==> config.mk <==
export PLATFORM = sky130hd
export DESIGN_NAME = interrupt_control_unit
export DESIGN_NICKNAME = d
export VERILOG_FILES = /design/src/irq_ctrl_pkg.sv /design/src/interrupt_control_unit.sv
export SDC_FILE = /design/constraint.sdc
export NUM_CORES = 1
export LEC_CHECK = 0
export BUFFER_PORTS_ARGS = -buffer_cell sky130_fd_sc_hd__buf_4
export CAP_MARGIN = 10
export CORE_ASPECT_RATIO = 0.7
export CORE_MARGIN = 3
export CORE_UTILIZATION = 50
export DETAILED_ROUTE_END_ITERATION = 10
export PLACE_DENSITY_LB_ADDON = 0.3
export SETUP_SLACK_MARGIN = 0.2
export SLEW_MARGIN = 0
export SYNTH_ARGS = -nofsm -noshare
export SYNTH_HDL_FRONTEND = slang
export SYNTH_SLANG_ARGS = --single-unit
==> constraint.sdc <==
create_clock -name aclk -period 2.67 [get_ports aclk]
set_clock_uncertainty 0.2 [all_clocks]
set_input_delay 0.1335 -clock aclk [delete_from_list [all_inputs] [get_ports aclk]]
set_output_delay 0.1335 -clock aclk [all_outputs]
set_load 0.05 [all_outputs]
==> src/irq_ctrl_pkg.sv <==
// constants, register map and types of the interrupt control unit
package irq_ctrl_pkg;
  // register indices; the byte address on the bus is four times the index
  localparam logic [13:0] IDX_INTERRUPT_CONTROL = 14'h000B;
  localparam logic [13:0] IDX_PERIPH_IRQ_ENABLE_0 = 14'h0096;
  localparam logic [13:0] IDX_PERIPH_IRQ_ENABLE_1 = 14'h0097;
  localparam logic [13:0] IDX_PIR0 = 14'h008C;
  localparam logic [13:0] IDX_PIR1 = 14'h008D;
  localparam logic [13:0] IDX_PINSEL = 14'h1E90;
  localparam logic [13:0] IDX_SHADOW0 = 14'h1FE8;
  localparam logic [15:0] ADDR_INTERRUPT_CONTROL = {IDX_INTERRUPT_CONTROL, 2'h0};
  localparam logic [15:0] ADDR_PERIPH_IRQ_ENABLE_0 = {IDX_PERIPH_IRQ_ENABLE_0, 2'h0};
  localparam logic [15:0] ADDR_PERIPH_IRQ_ENABLE_1 = {IDX_PERIPH_IRQ_ENABLE_1, 2'h0};
  localparam logic [15:0] ADDR_PIR0 = {IDX_PIR0, 2'h0};
  localparam logic [15:0] ADDR_PIR1 = {IDX_PIR1, 2'h0};
  localparam logic [15:0] ADDR_PINSEL = {IDX_PINSEL, 2'h0};
  localparam logic [15:0] ADDR_SHADOW0 = {IDX_SHADOW0, 2'h0};
  // control register fields
  localparam int GIE_BIT = 7;
  localparam int PERIPH_GROUP_ENABLE_BIT = 6;
  localparam int EDGE_BIT = 0;
  localparam logic [7:0] INTERRUPT_CONTROL_MASK = 8'hC1;
  localparam logic [7:0] INTERRUPT_CONTROL_RESET = 8'h01;
  // first enable / request register fields
  localparam int TMR0_BIT = 5;
  localparam int IOC_BIT = 4;
  localparam int EXT_BIT = 0;
  localparam logic [7:0] PERIPH_IRQ_ENABLE_0_MASK = 8'h31;
  localparam logic [7:0] PERIPH_IRQ_ENABLE_1_MASK = 8'hFD;
  localparam logic [7:0] WAKE_MASK0 = 8'h11;
  // instruction cycle of four clock phases
  localparam logic [1:0] Q1_PHASE = 2'h0;
  localparam logic [1:0] PHASE_STEP = 2'h1;
  // context shadow slots
  localparam int SHADOW_N = 8;
  localparam logic [2:0] SH_WORKING_REGISTER = 3'h0;
  localparam logic [2:0] SH_STATUS = 3'h1;
  localparam logic [2:0] SH_BSR = 3'h2;
  localparam logic [2:0] SH_FSR0L = 3'h3;
  localparam logic [2:0] SH_FSR0H = 3'h4;
  localparam logic [2:0] SH_FSR1L = 3'h5;
  localparam logic [2:0] SH_FSR1H = 3'h6;
  localparam logic [2:0] SH_PC_LATCH_HIGH = 3'h7;
  localparam logic [7:0] STATUS_SAVE_MASK = 8'hE7;
  localparam logic [14:0] IRQ_VECTOR = 15'h0004;
  localparam int EXT_PINS = 8;
  localparam logic [1:0] RESP_OKAY = 2'h0;
  localparam logic [1:0] RESP_SLVERR = 2'h2;
  typedef enum logic [1:0] {ST_RUN, ST_SLEEP, ST_WAKE_STEP} run_st_t;
endpackage

==> src/interrupt_control_unit.sv <==
// interrupt control unit: flags, enables, vectoring, context shadow, wake
`timescale 1ns/1ps
module interrupt_control_unit
  import irq_ctrl_pkg::*;
(
  input wire logic aclk,
  input wire logic aresetn,
  input wire logic [15:0] s_axi_awaddr,
  input wire logic [2:0] s_axi_awprot,
  input wire logic s_axi_awvalid,
  output logic s_axi_awready,
  input wire logic [31:0] s_axi_wdata,
  input wire logic [3:0] s_axi_wstrb,
  input wire logic s_axi_wvalid,
  output logic s_axi_wready,
  output logic [1:0] s_axi_bresp,
  output logic s_axi_bvalid,
  input wire logic s_axi_bready,
  input wire logic [15:0] s_axi_araddr,
  input wire logic [2:0] s_axi_arprot,
  input wire logic s_axi_arvalid,
  output logic s_axi_arready,
  output logic [31:0] s_axi_rdata,
  output logic [1:0] s_axi_rresp,
  output logic s_axi_rvalid,
  input wire logic s_axi_rready,
  input wire logic [irq_ctrl_pkg::EXT_PINS-1:0] ext_pins,
  input wire logic timer0_event,
  input wire logic pin_change_event,
  input wire logic [7:0] periph_event,
  input wire logic core_sleeping,
  input wire logic core_return_from_irq_instr,
  input wire logic [7:0] ctx_working_register,
  input wire logic [7:0] ctx_status,
  input wire logic [7:0] ctx_bsr,
  input wire logic [15:0] ctx_fsr0,
  input wire logic [15:0] ctx_fsr1,
  input wire logic [7:0] ctx_pc_latch_high,
  output logic q1_tick,
  output logic irq_take,
  output logic [14:0] irq_vector,
  output logic wake_request,
  output logic restore_valid,
  output logic [7:0] rst_working_register,
  output logic [7:0] rst_status,
  output logic [7:0] rst_bsr,
  output logic [15:0] rst_fsr0,
  output logic [15:0] rst_fsr1,
  output logic [7:0] rst_pc_latch_high,
  output logic global_irq_enable,
  output logic irq_pending
);
  import irq_ctrl_pkg::*;

  typedef struct packed {
    logic [1:0] phase;
    logic [7:0] interrupt_control;
    logic [7:0] periph_irq_enable_0;
    logic [7:0] periph_irq_enable_1;
    logic [7:0] pir0;
    logic [7:0] pir1;
    logic [2:0] pin_sel;
    logic [SHADOW_N-1:0][7:0] shadow;
    logic pin_meta;
    logic pin_sync;
    logic pin_prev;
    run_st_t run_st;
    logic wake;
    logic take;
    logic restore;
    logic aw_got;
    logic [15:0] aw_addr;
    logic w_got;
    logic [7:0] w_data;
    logic w_lane0;
    logic bvalid;
    logic [1:0] bresp;
    logic rvalid;
    logic [1:0] rresp;
    logic [7:0] rdata;
  } state_t;

  state_t state_reg;
  state_t state_next;
  logic q1;
  logic pend0;
  logic pend1;
  logic pending;
  logic wake_cond;
  logic ext_edge;
  logic commit;

  // read decode: hit flag and byte
  function automatic logic [8:0] reg_read(input logic [15:0] a, input state_t st);
    logic [8:0] r;
    r = 9'h000;
    if (a[15:5] == ADDR_SHADOW0[15:5] && a[1:0] == 2'h0)
    begin
      r = {1'b1, st.shadow[a[4:2]]};
    end
    else
    begin
      unique case (a)
        ADDR_INTERRUPT_CONTROL: r = {1'b1, st.interrupt_control};
        ADDR_PERIPH_IRQ_ENABLE_0: r = {1'b1, st.periph_irq_enable_0};
        ADDR_PERIPH_IRQ_ENABLE_1: r = {1'b1, st.periph_irq_enable_1};
        ADDR_PIR0: r = {1'b1, st.pir0};
        ADDR_PIR1: r = {1'b1, st.pir1};
        ADDR_PINSEL: r = {1'b1, 5'h00, st.pin_sel};
        default: r = 9'h000;
      endcase
    end
    return r;
  endfunction

  assign q1 = (state_reg.phase == Q1_PHASE);
  // pending is flag and enable, the second register also gated by the group enable, evaluated every cycle
  assign pend0 = |(state_reg.periph_irq_enable_0 & state_reg.pir0);
  assign pend1 = state_reg.interrupt_control[PERIPH_GROUP_ENABLE_BIT] & |(state_reg.periph_irq_enable_1 & state_reg.pir1);
  assign pending = pend0 | pend1;
  assign wake_cond = |(state_reg.periph_irq_enable_0 & state_reg.pir0 & WAKE_MASK0);
  // selected pin edge after the synchroniser
  assign ext_edge = state_reg.interrupt_control[EDGE_BIT]
    ? (state_reg.pin_sync & ~state_reg.pin_prev)
    : (~state_reg.pin_sync & state_reg.pin_prev);
  assign commit = state_reg.aw_got & state_reg.w_got & ~state_reg.bvalid;

  always_comb
  begin
    logic [8:0] rd;
    logic [15:0] wa;
    logic [7:0] wd;
    logic wr;
    state_next = state_reg;
    rd = reg_read(s_axi_araddr, state_reg);
    wa = state_reg.aw_addr;
    wd = state_reg.w_data;
    wr = commit & state_reg.w_lane0;
    state_next.phase = state_reg.phase + PHASE_STEP;
    state_next.take = 1'b0;
    state_next.restore = 1'b0;
    // pin select mux ahead of the two-flop synchroniser
    state_next.pin_meta = ext_pins[state_reg.pin_sel];
    state_next.pin_sync = state_reg.pin_meta;
    state_next.pin_prev = state_reg.pin_sync;
    // bus channel handshakes
    if (s_axi_awvalid && s_axi_awready)
    begin
      state_next.aw_got = 1'b1;
      state_next.aw_addr = s_axi_awaddr;
    end
    if (s_axi_wvalid && s_axi_wready)
    begin
      state_next.w_got = 1'b1;
      state_next.w_data = s_axi_wdata[7:0];
      state_next.w_lane0 = s_axi_wstrb[0];
    end
    if (s_axi_bvalid && s_axi_bready)
    begin
      state_next.bvalid = 1'b0;
    end
    if (s_axi_rvalid && s_axi_rready)
    begin
      state_next.rvalid = 1'b0;
    end
    if (s_axi_arvalid && s_axi_arready)
    begin
      state_next.rvalid = 1'b1;
      state_next.rdata = rd[7:0];
      state_next.rresp = rd[8] ? RESP_OKAY : RESP_SLVERR;
    end
    // register write commit
    if (commit)
    begin
      state_next.aw_got = 1'b0;
      state_next.w_got = 1'b0;
      state_next.bvalid = 1'b1;
      state_next.bresp = reg_read(wa, state_reg) >> 8 == 9'h001 ? RESP_OKAY : RESP_SLVERR;
    end
    if (wr)
    begin
      if (wa[15:5] == ADDR_SHADOW0[15:5] && wa[1:0] == 2'h0)
      begin
        state_next.shadow[wa[4:2]] = wd;
      end
      else
      begin
        unique case (wa)
          ADDR_INTERRUPT_CONTROL: state_next.interrupt_control = wd & INTERRUPT_CONTROL_MASK;
          ADDR_PERIPH_IRQ_ENABLE_0: state_next.periph_irq_enable_0 = wd & PERIPH_IRQ_ENABLE_0_MASK;
          ADDR_PERIPH_IRQ_ENABLE_1: state_next.periph_irq_enable_1 = wd & PERIPH_IRQ_ENABLE_1_MASK;
          ADDR_PIR0: state_next.pir0 = wd & PERIPH_IRQ_ENABLE_0_MASK;
          ADDR_PIR1: state_next.pir1 = wd & PERIPH_IRQ_ENABLE_1_MASK;
          ADDR_PINSEL: state_next.pin_sel = wd[2:0];
          default: state_next.pin_sel = state_reg.pin_sel;
        endcase
      end
    end
    // events set flags whatever the enables; set wins over a clear
    state_next.pir0[TMR0_BIT] = state_next.pir0[TMR0_BIT] | timer0_event;
    state_next.pir0[IOC_BIT] = state_next.pir0[IOC_BIT] | pin_change_event;
    state_next.pir0[EXT_BIT] = state_next.pir0[EXT_BIT] | ext_edge;
    state_next.pir1 = state_next.pir1 | (periph_event & PERIPH_IRQ_ENABLE_1_MASK);
    // return from interrupt
    if (core_return_from_irq_instr)
    begin
      state_next.interrupt_control[GIE_BIT] = 1'b1;
      state_next.restore = 1'b1;
    end
    // sleep and wake sequencing
    if (!core_sleeping)
    begin
      state_next.wake = 1'b0;
    end
    unique case (state_reg.run_st)
      ST_RUN:
      begin
        if (core_sleeping)
        begin
          state_next.run_st = ST_SLEEP;
        end
      end
      ST_SLEEP:
      begin
        if (!core_sleeping)
        begin
          state_next.run_st = ST_RUN;
        end
        else if (wake_cond)
        begin
          state_next.wake = 1'b1;
          state_next.run_st = ST_WAKE_STEP;
        end
      end
      ST_WAKE_STEP:
      begin
        // one instruction runs before any vectoring
        if (q1 && !core_sleeping)
        begin
          state_next.run_st = ST_RUN;
        end
      end
    endcase
    // vectoring, sampled once per instruction cycle
    if (q1 && state_reg.run_st == ST_RUN && !core_sleeping && !core_return_from_irq_instr
        && state_reg.interrupt_control[GIE_BIT] && pending)
    begin
      state_next.take = 1'b1;
      state_next.interrupt_control[GIE_BIT] = 1'b0;
      state_next.shadow[SH_WORKING_REGISTER] = ctx_working_register;
      state_next.shadow[SH_STATUS] = ctx_status & STATUS_SAVE_MASK;
      state_next.shadow[SH_BSR] = ctx_bsr;
      state_next.shadow[SH_FSR0L] = ctx_fsr0[7:0];
      state_next.shadow[SH_FSR0H] = ctx_fsr0[15:8];
      state_next.shadow[SH_FSR1L] = ctx_fsr1[7:0];
      state_next.shadow[SH_FSR1H] = ctx_fsr1[15:8];
      state_next.shadow[SH_PC_LATCH_HIGH] = ctx_pc_latch_high;
    end
    if (!aresetn)
    begin
      state_next = '0;
      state_next.interrupt_control = INTERRUPT_CONTROL_RESET;
      state_next.run_st = ST_RUN;
    end
  end

  always_ff @(posedge aclk)
  begin
    state_reg <= state_next;
  end

  assign s_axi_awready = ~state_reg.aw_got & ~state_reg.bvalid;
  assign s_axi_wready = ~state_reg.w_got & ~state_reg.bvalid;
  assign s_axi_bvalid = state_reg.bvalid;
  assign s_axi_bresp = state_reg.bresp;
  assign s_axi_arready = ~state_reg.rvalid;
  assign s_axi_rvalid = state_reg.rvalid;
  assign s_axi_rresp = state_reg.rresp;
  assign s_axi_rdata = {24'h000000, state_reg.rdata};
  assign q1_tick = q1;
  assign irq_take = state_reg.take;
  assign irq_vector = IRQ_VECTOR;
  assign wake_request = state_reg.wake;
  assign restore_valid = state_reg.restore;
  assign rst_working_register = state_reg.shadow[SH_WORKING_REGISTER];
  assign rst_status = state_reg.shadow[SH_STATUS];
  assign rst_bsr = state_reg.shadow[SH_BSR];
  assign rst_fsr0 = {state_reg.shadow[SH_FSR0H], state_reg.shadow[SH_FSR0L]};
  assign rst_fsr1 = {state_reg.shadow[SH_FSR1H], state_reg.shadow[SH_FSR1L]};
  assign rst_pc_latch_high = state_reg.shadow[SH_PC_LATCH_HIGH];
  assign global_irq_enable = state_reg.interrupt_control[GIE_BIT];
  assign irq_pending = pending;
endmodule

==> results.sh <==
export IMPL_synth_top_area_cell="dfxtp_1"
export IMPL_synth_top_area_share_pct=36.06
export IMPL_slew_headroom_pct=50.02
export IMPL_async_flop_share_pct=0
export IMPL_routed_via_density=5.514
export IMPL_startpoint_type="register"
export IMPL_fin_cells=1313
export IMPL_critPathMaxFanout=41
export IMPL_dp_final_hpwl_mm=16.98
export IMPL_met1_usage_pct=37.51
export IMPL_grt_max_degree=62
export IMPL_busiest_layer="met2"
export IMPL_clockRootBuffer="clkbuf_16"
export IMPL_synth_top_family_by_area="multiplexers"
export IMPL_clock_sinks=139
export IMPL_yosys_area_share_simple_pct=14.22
export IMPL_cts_setup_buffers=0
export IMPL_wl_mm=24.74
export IMPL_grt_setup_unrepaired="no"
export IMPL_p_per_area_mw_per_mm2=524.7
export IMPL_insertion_delay_ps=410
export IMPL_fp_coreArea_mm2=0.01491
export IMPL_cts_clk_slew_worst_paths_ps=60
export IMPL_cts_buffer_depth=2
export IMPL_routabilityCongestion=0.9047
export IMPL_synth_flop_cell="dfxtp_1"
export IMPL_diodes=0
export IMPL_end_kind="register"
export IMPL_worstPathRequired_ps=2810
export IMPL_grt_pass1_vias=6945
export IMPL_drv_cap=0
export IMPL_timing_setup_tns_ps=0
export IMPL_synth_xor_area_share_pct=0
export IMPL_syn_area_per_cell_um2=8.860
export IMPL_p_leak_uw=0.004700
export IMPL_finalMaxSlewViolations=0
export IMPL_finalHoldViolCount=0
export IMPL_hp_class="primary input to register"
export IMPL_grt_pass1_wl_mm=37.74
export IMPL_wl_per_cell_um=18.84
export IMPL_final_antenna_net_count=0
export IMPL_grt_total_usage_pct=28.41
export IMPL_ys_seq_elements=139
export IMPL_cts_buffers=17
export IMPL_grt_ovfl_total=0
export IMPL_rows=37
export IMPL_die_x_um=154.5
export IMPL_ys_types=56
export IMPL_final_nets=1274
export IMPL_fillerInstances=1101
export IMPL_io_pins=291
export IMPL_synthAdderAreaFrac_pct=0.6485
export IMPL_num_vias=7240
export IMPL_fin_area_mm2=0.01057
export IMPL_post_route_min_period_ps=2278
export IMPL_syn2layout_area_growth_pct=36.92
export IMPL_final_cell_mix="233 x buf_4, 139 x dfxtp_1, 111 x a21oi_1"
export IMPL_post_place_cells=1171
export IMPL_initial_core_util_pct=51.77
export IMPL_cts_tree="built"
export IMPL_dpl_cell_area_mm2=0.008821
export IMPL_synthCells=871
export IMPL_synth_compound_area_share_pct=15.79
export IMPL_die_area_mm2=0.01699
export IMPL_crit_arrival_ps=2420
export IMPL_drive_gt1_share_pct=27.82
export IMPL_yosysSeqAreaShare_pct=36.06
export IMPL_synthMuxAreaShare_pct=18.06
export IMPL_grtUsageMet3_pct=6.530
export IMPL_syn_area_mm2=0.007717
export IMPL_r2r_setup_slack_ps=390
export IMPL_finalCritPeriodShare_pct=85.30
export IMPL_synthTopCellsByArea="dfxtp_1 36%, mux2i_1 12%, buf_4 11%"
export IMPL_synth_edf_count=0
export IMPL_die_h_um=109.9
export IMPL_drt_iter0_markers=490
export IMPL_fmax_ghz=0.4391
export IMPL_setup_violations=0
export IMPL_largest_reg_flops=59
export IMPL_port_buffers=213
export IMPL_outcome="finished clean"
export IMPL_antenna_found_initial=0
export IMPL_tightestPinTransition_ps=748.7
export IMPL_ys_warn_count=0
export IMPL_final_common_cell="buf_4"
export IMPL_ctsHtreeMaxLevel=4
export IMPL_power_uw=5544
export IMPL_ir_worst_vdd_mv=0.3880
export IMPL_critPathKind="register to register"
export IMPL_use_met2_pct=47.82
export IMPL_drt_first_pass_iters=5
export IMPL_drc_errors=0
[routing by layer]
layer	up-vias	share of wire, %
met1	3482	44
met3	28	7.5
li1	3409	-
met2	321	47
met5	-	0
met4	0	1.3
[synthesized netlist by cell type, drive strengths merged (2+ instances only)]
| master | count |
|---|---|
| dfxtp | 139 |
| a32oi | 2 |
| nand2b | 5 |
| a22oi | 6 |
| nor2b | 6 |
| nand2 | 69 |
| and3 | 7 |
| a31oi | 9 |
| a211oi | 3 |
| a41oi | 2 |
| nand4 | 9 |
| nand3b | 2 |
| nand3 | 9 |
| nor3 | 2 |
| a21o | 3 |
| clkbuf | 41 |
| nor3b | 3 |
| o2111ai | 2 |
| mux2i | 92 |
| inv | 22 |
| nor2 | 42 |
| or3 | 2 |
| a32o | 2 |
| mux2 | 6 |
| ha | 4 |
| or3b | 3 |
| nor4 | 11 |
| and4 | 4 |
| a22o | 3 |
| conb | 2 |
| o21ai | 77 |
| and2 | 9 |
| buf | 128 |
| or4 | 4 |
| a21oi | 111 |
| or2 | 2 |
| mux4 | 18 |
[power breakdown]
group / leakage, uW / internal (uW) / switching (uW) / total (uW)
combinational: 0.00327 / 355 / 468 / 823
sequential: 0.00113 / 2130 / 87.1 / 2220
clock: 0.000300 / 1560 / 944 / 2500
[worst paths after layout]
path | from | end | cells past startpoint
setup / recovery | state_reg[140] | rst_fsr0[4] | 7
setup reg to reg | state_reg[140] | rst_fsr0[4] | 7
hold reg to reg | state_reg[156] | state_reg[156] | 1
hold / removal | s_axi_araddr[15] | s_axi_rdata[5] | 5
[worst max-delay path, stage by stage (launching register included)]
cell and delay [ps]:
dfxtp_1 330, a22oi_1 440, nand2_1 180, a22oi_2 250, buf_12 230, buf_4 260
o21ai_0 150, a21oi_1 140
[what timing repair did]
action / 4_1_cts / 5_1_grt
gates resized for setup: 1 / 2
hold buffers: 110 / 0
endpoints found under the hold margin: 113 / 0
cloned: 0 / 0
endpoints found under the setup margin: 1 / 11
[logic make-up after synthesis]
group | after synthesis
flip-flops | 139
AND/OR/NAND/NOR | 195
AO/OA/AOI/OAI | 223
adder cells (fa/ha/maj) | 4
buffers and inverters | 192
multiplexers | 116
other | 2
[area by class of cell]
class                   count  area, um^2  share of cell area (%)
repair buffers            345        2890                   27.35
flip-flops and latches    139        2783                   26.34
multi-input cells         579        3935                   37.24
well taps                 195       244.0                   2.309
clock inverters            12       161.4                   1.528
inverters                  23       86.33                  0.8171
clock buffers              20       466.7                   4.417
[metrics by stage]
| stage | util [%] | worst slack [ps] | hold WS (ps) |
|---|---|---|---|
| after global placement | 59.17 | 297.8 | 115.9 |
| final | 70.88 | 392.4 | 45.55 |
| after detailed placement | 59.17 | 217.6 | 124.0 |
| after floorplan | - | 223.6 | 32.52 |
| after global routing | 70.88 | 243.8 | 69.68 |
| after CTS | 70.80 | 203.8 | 29.01 |
Power figures use the tool's default switching activity.
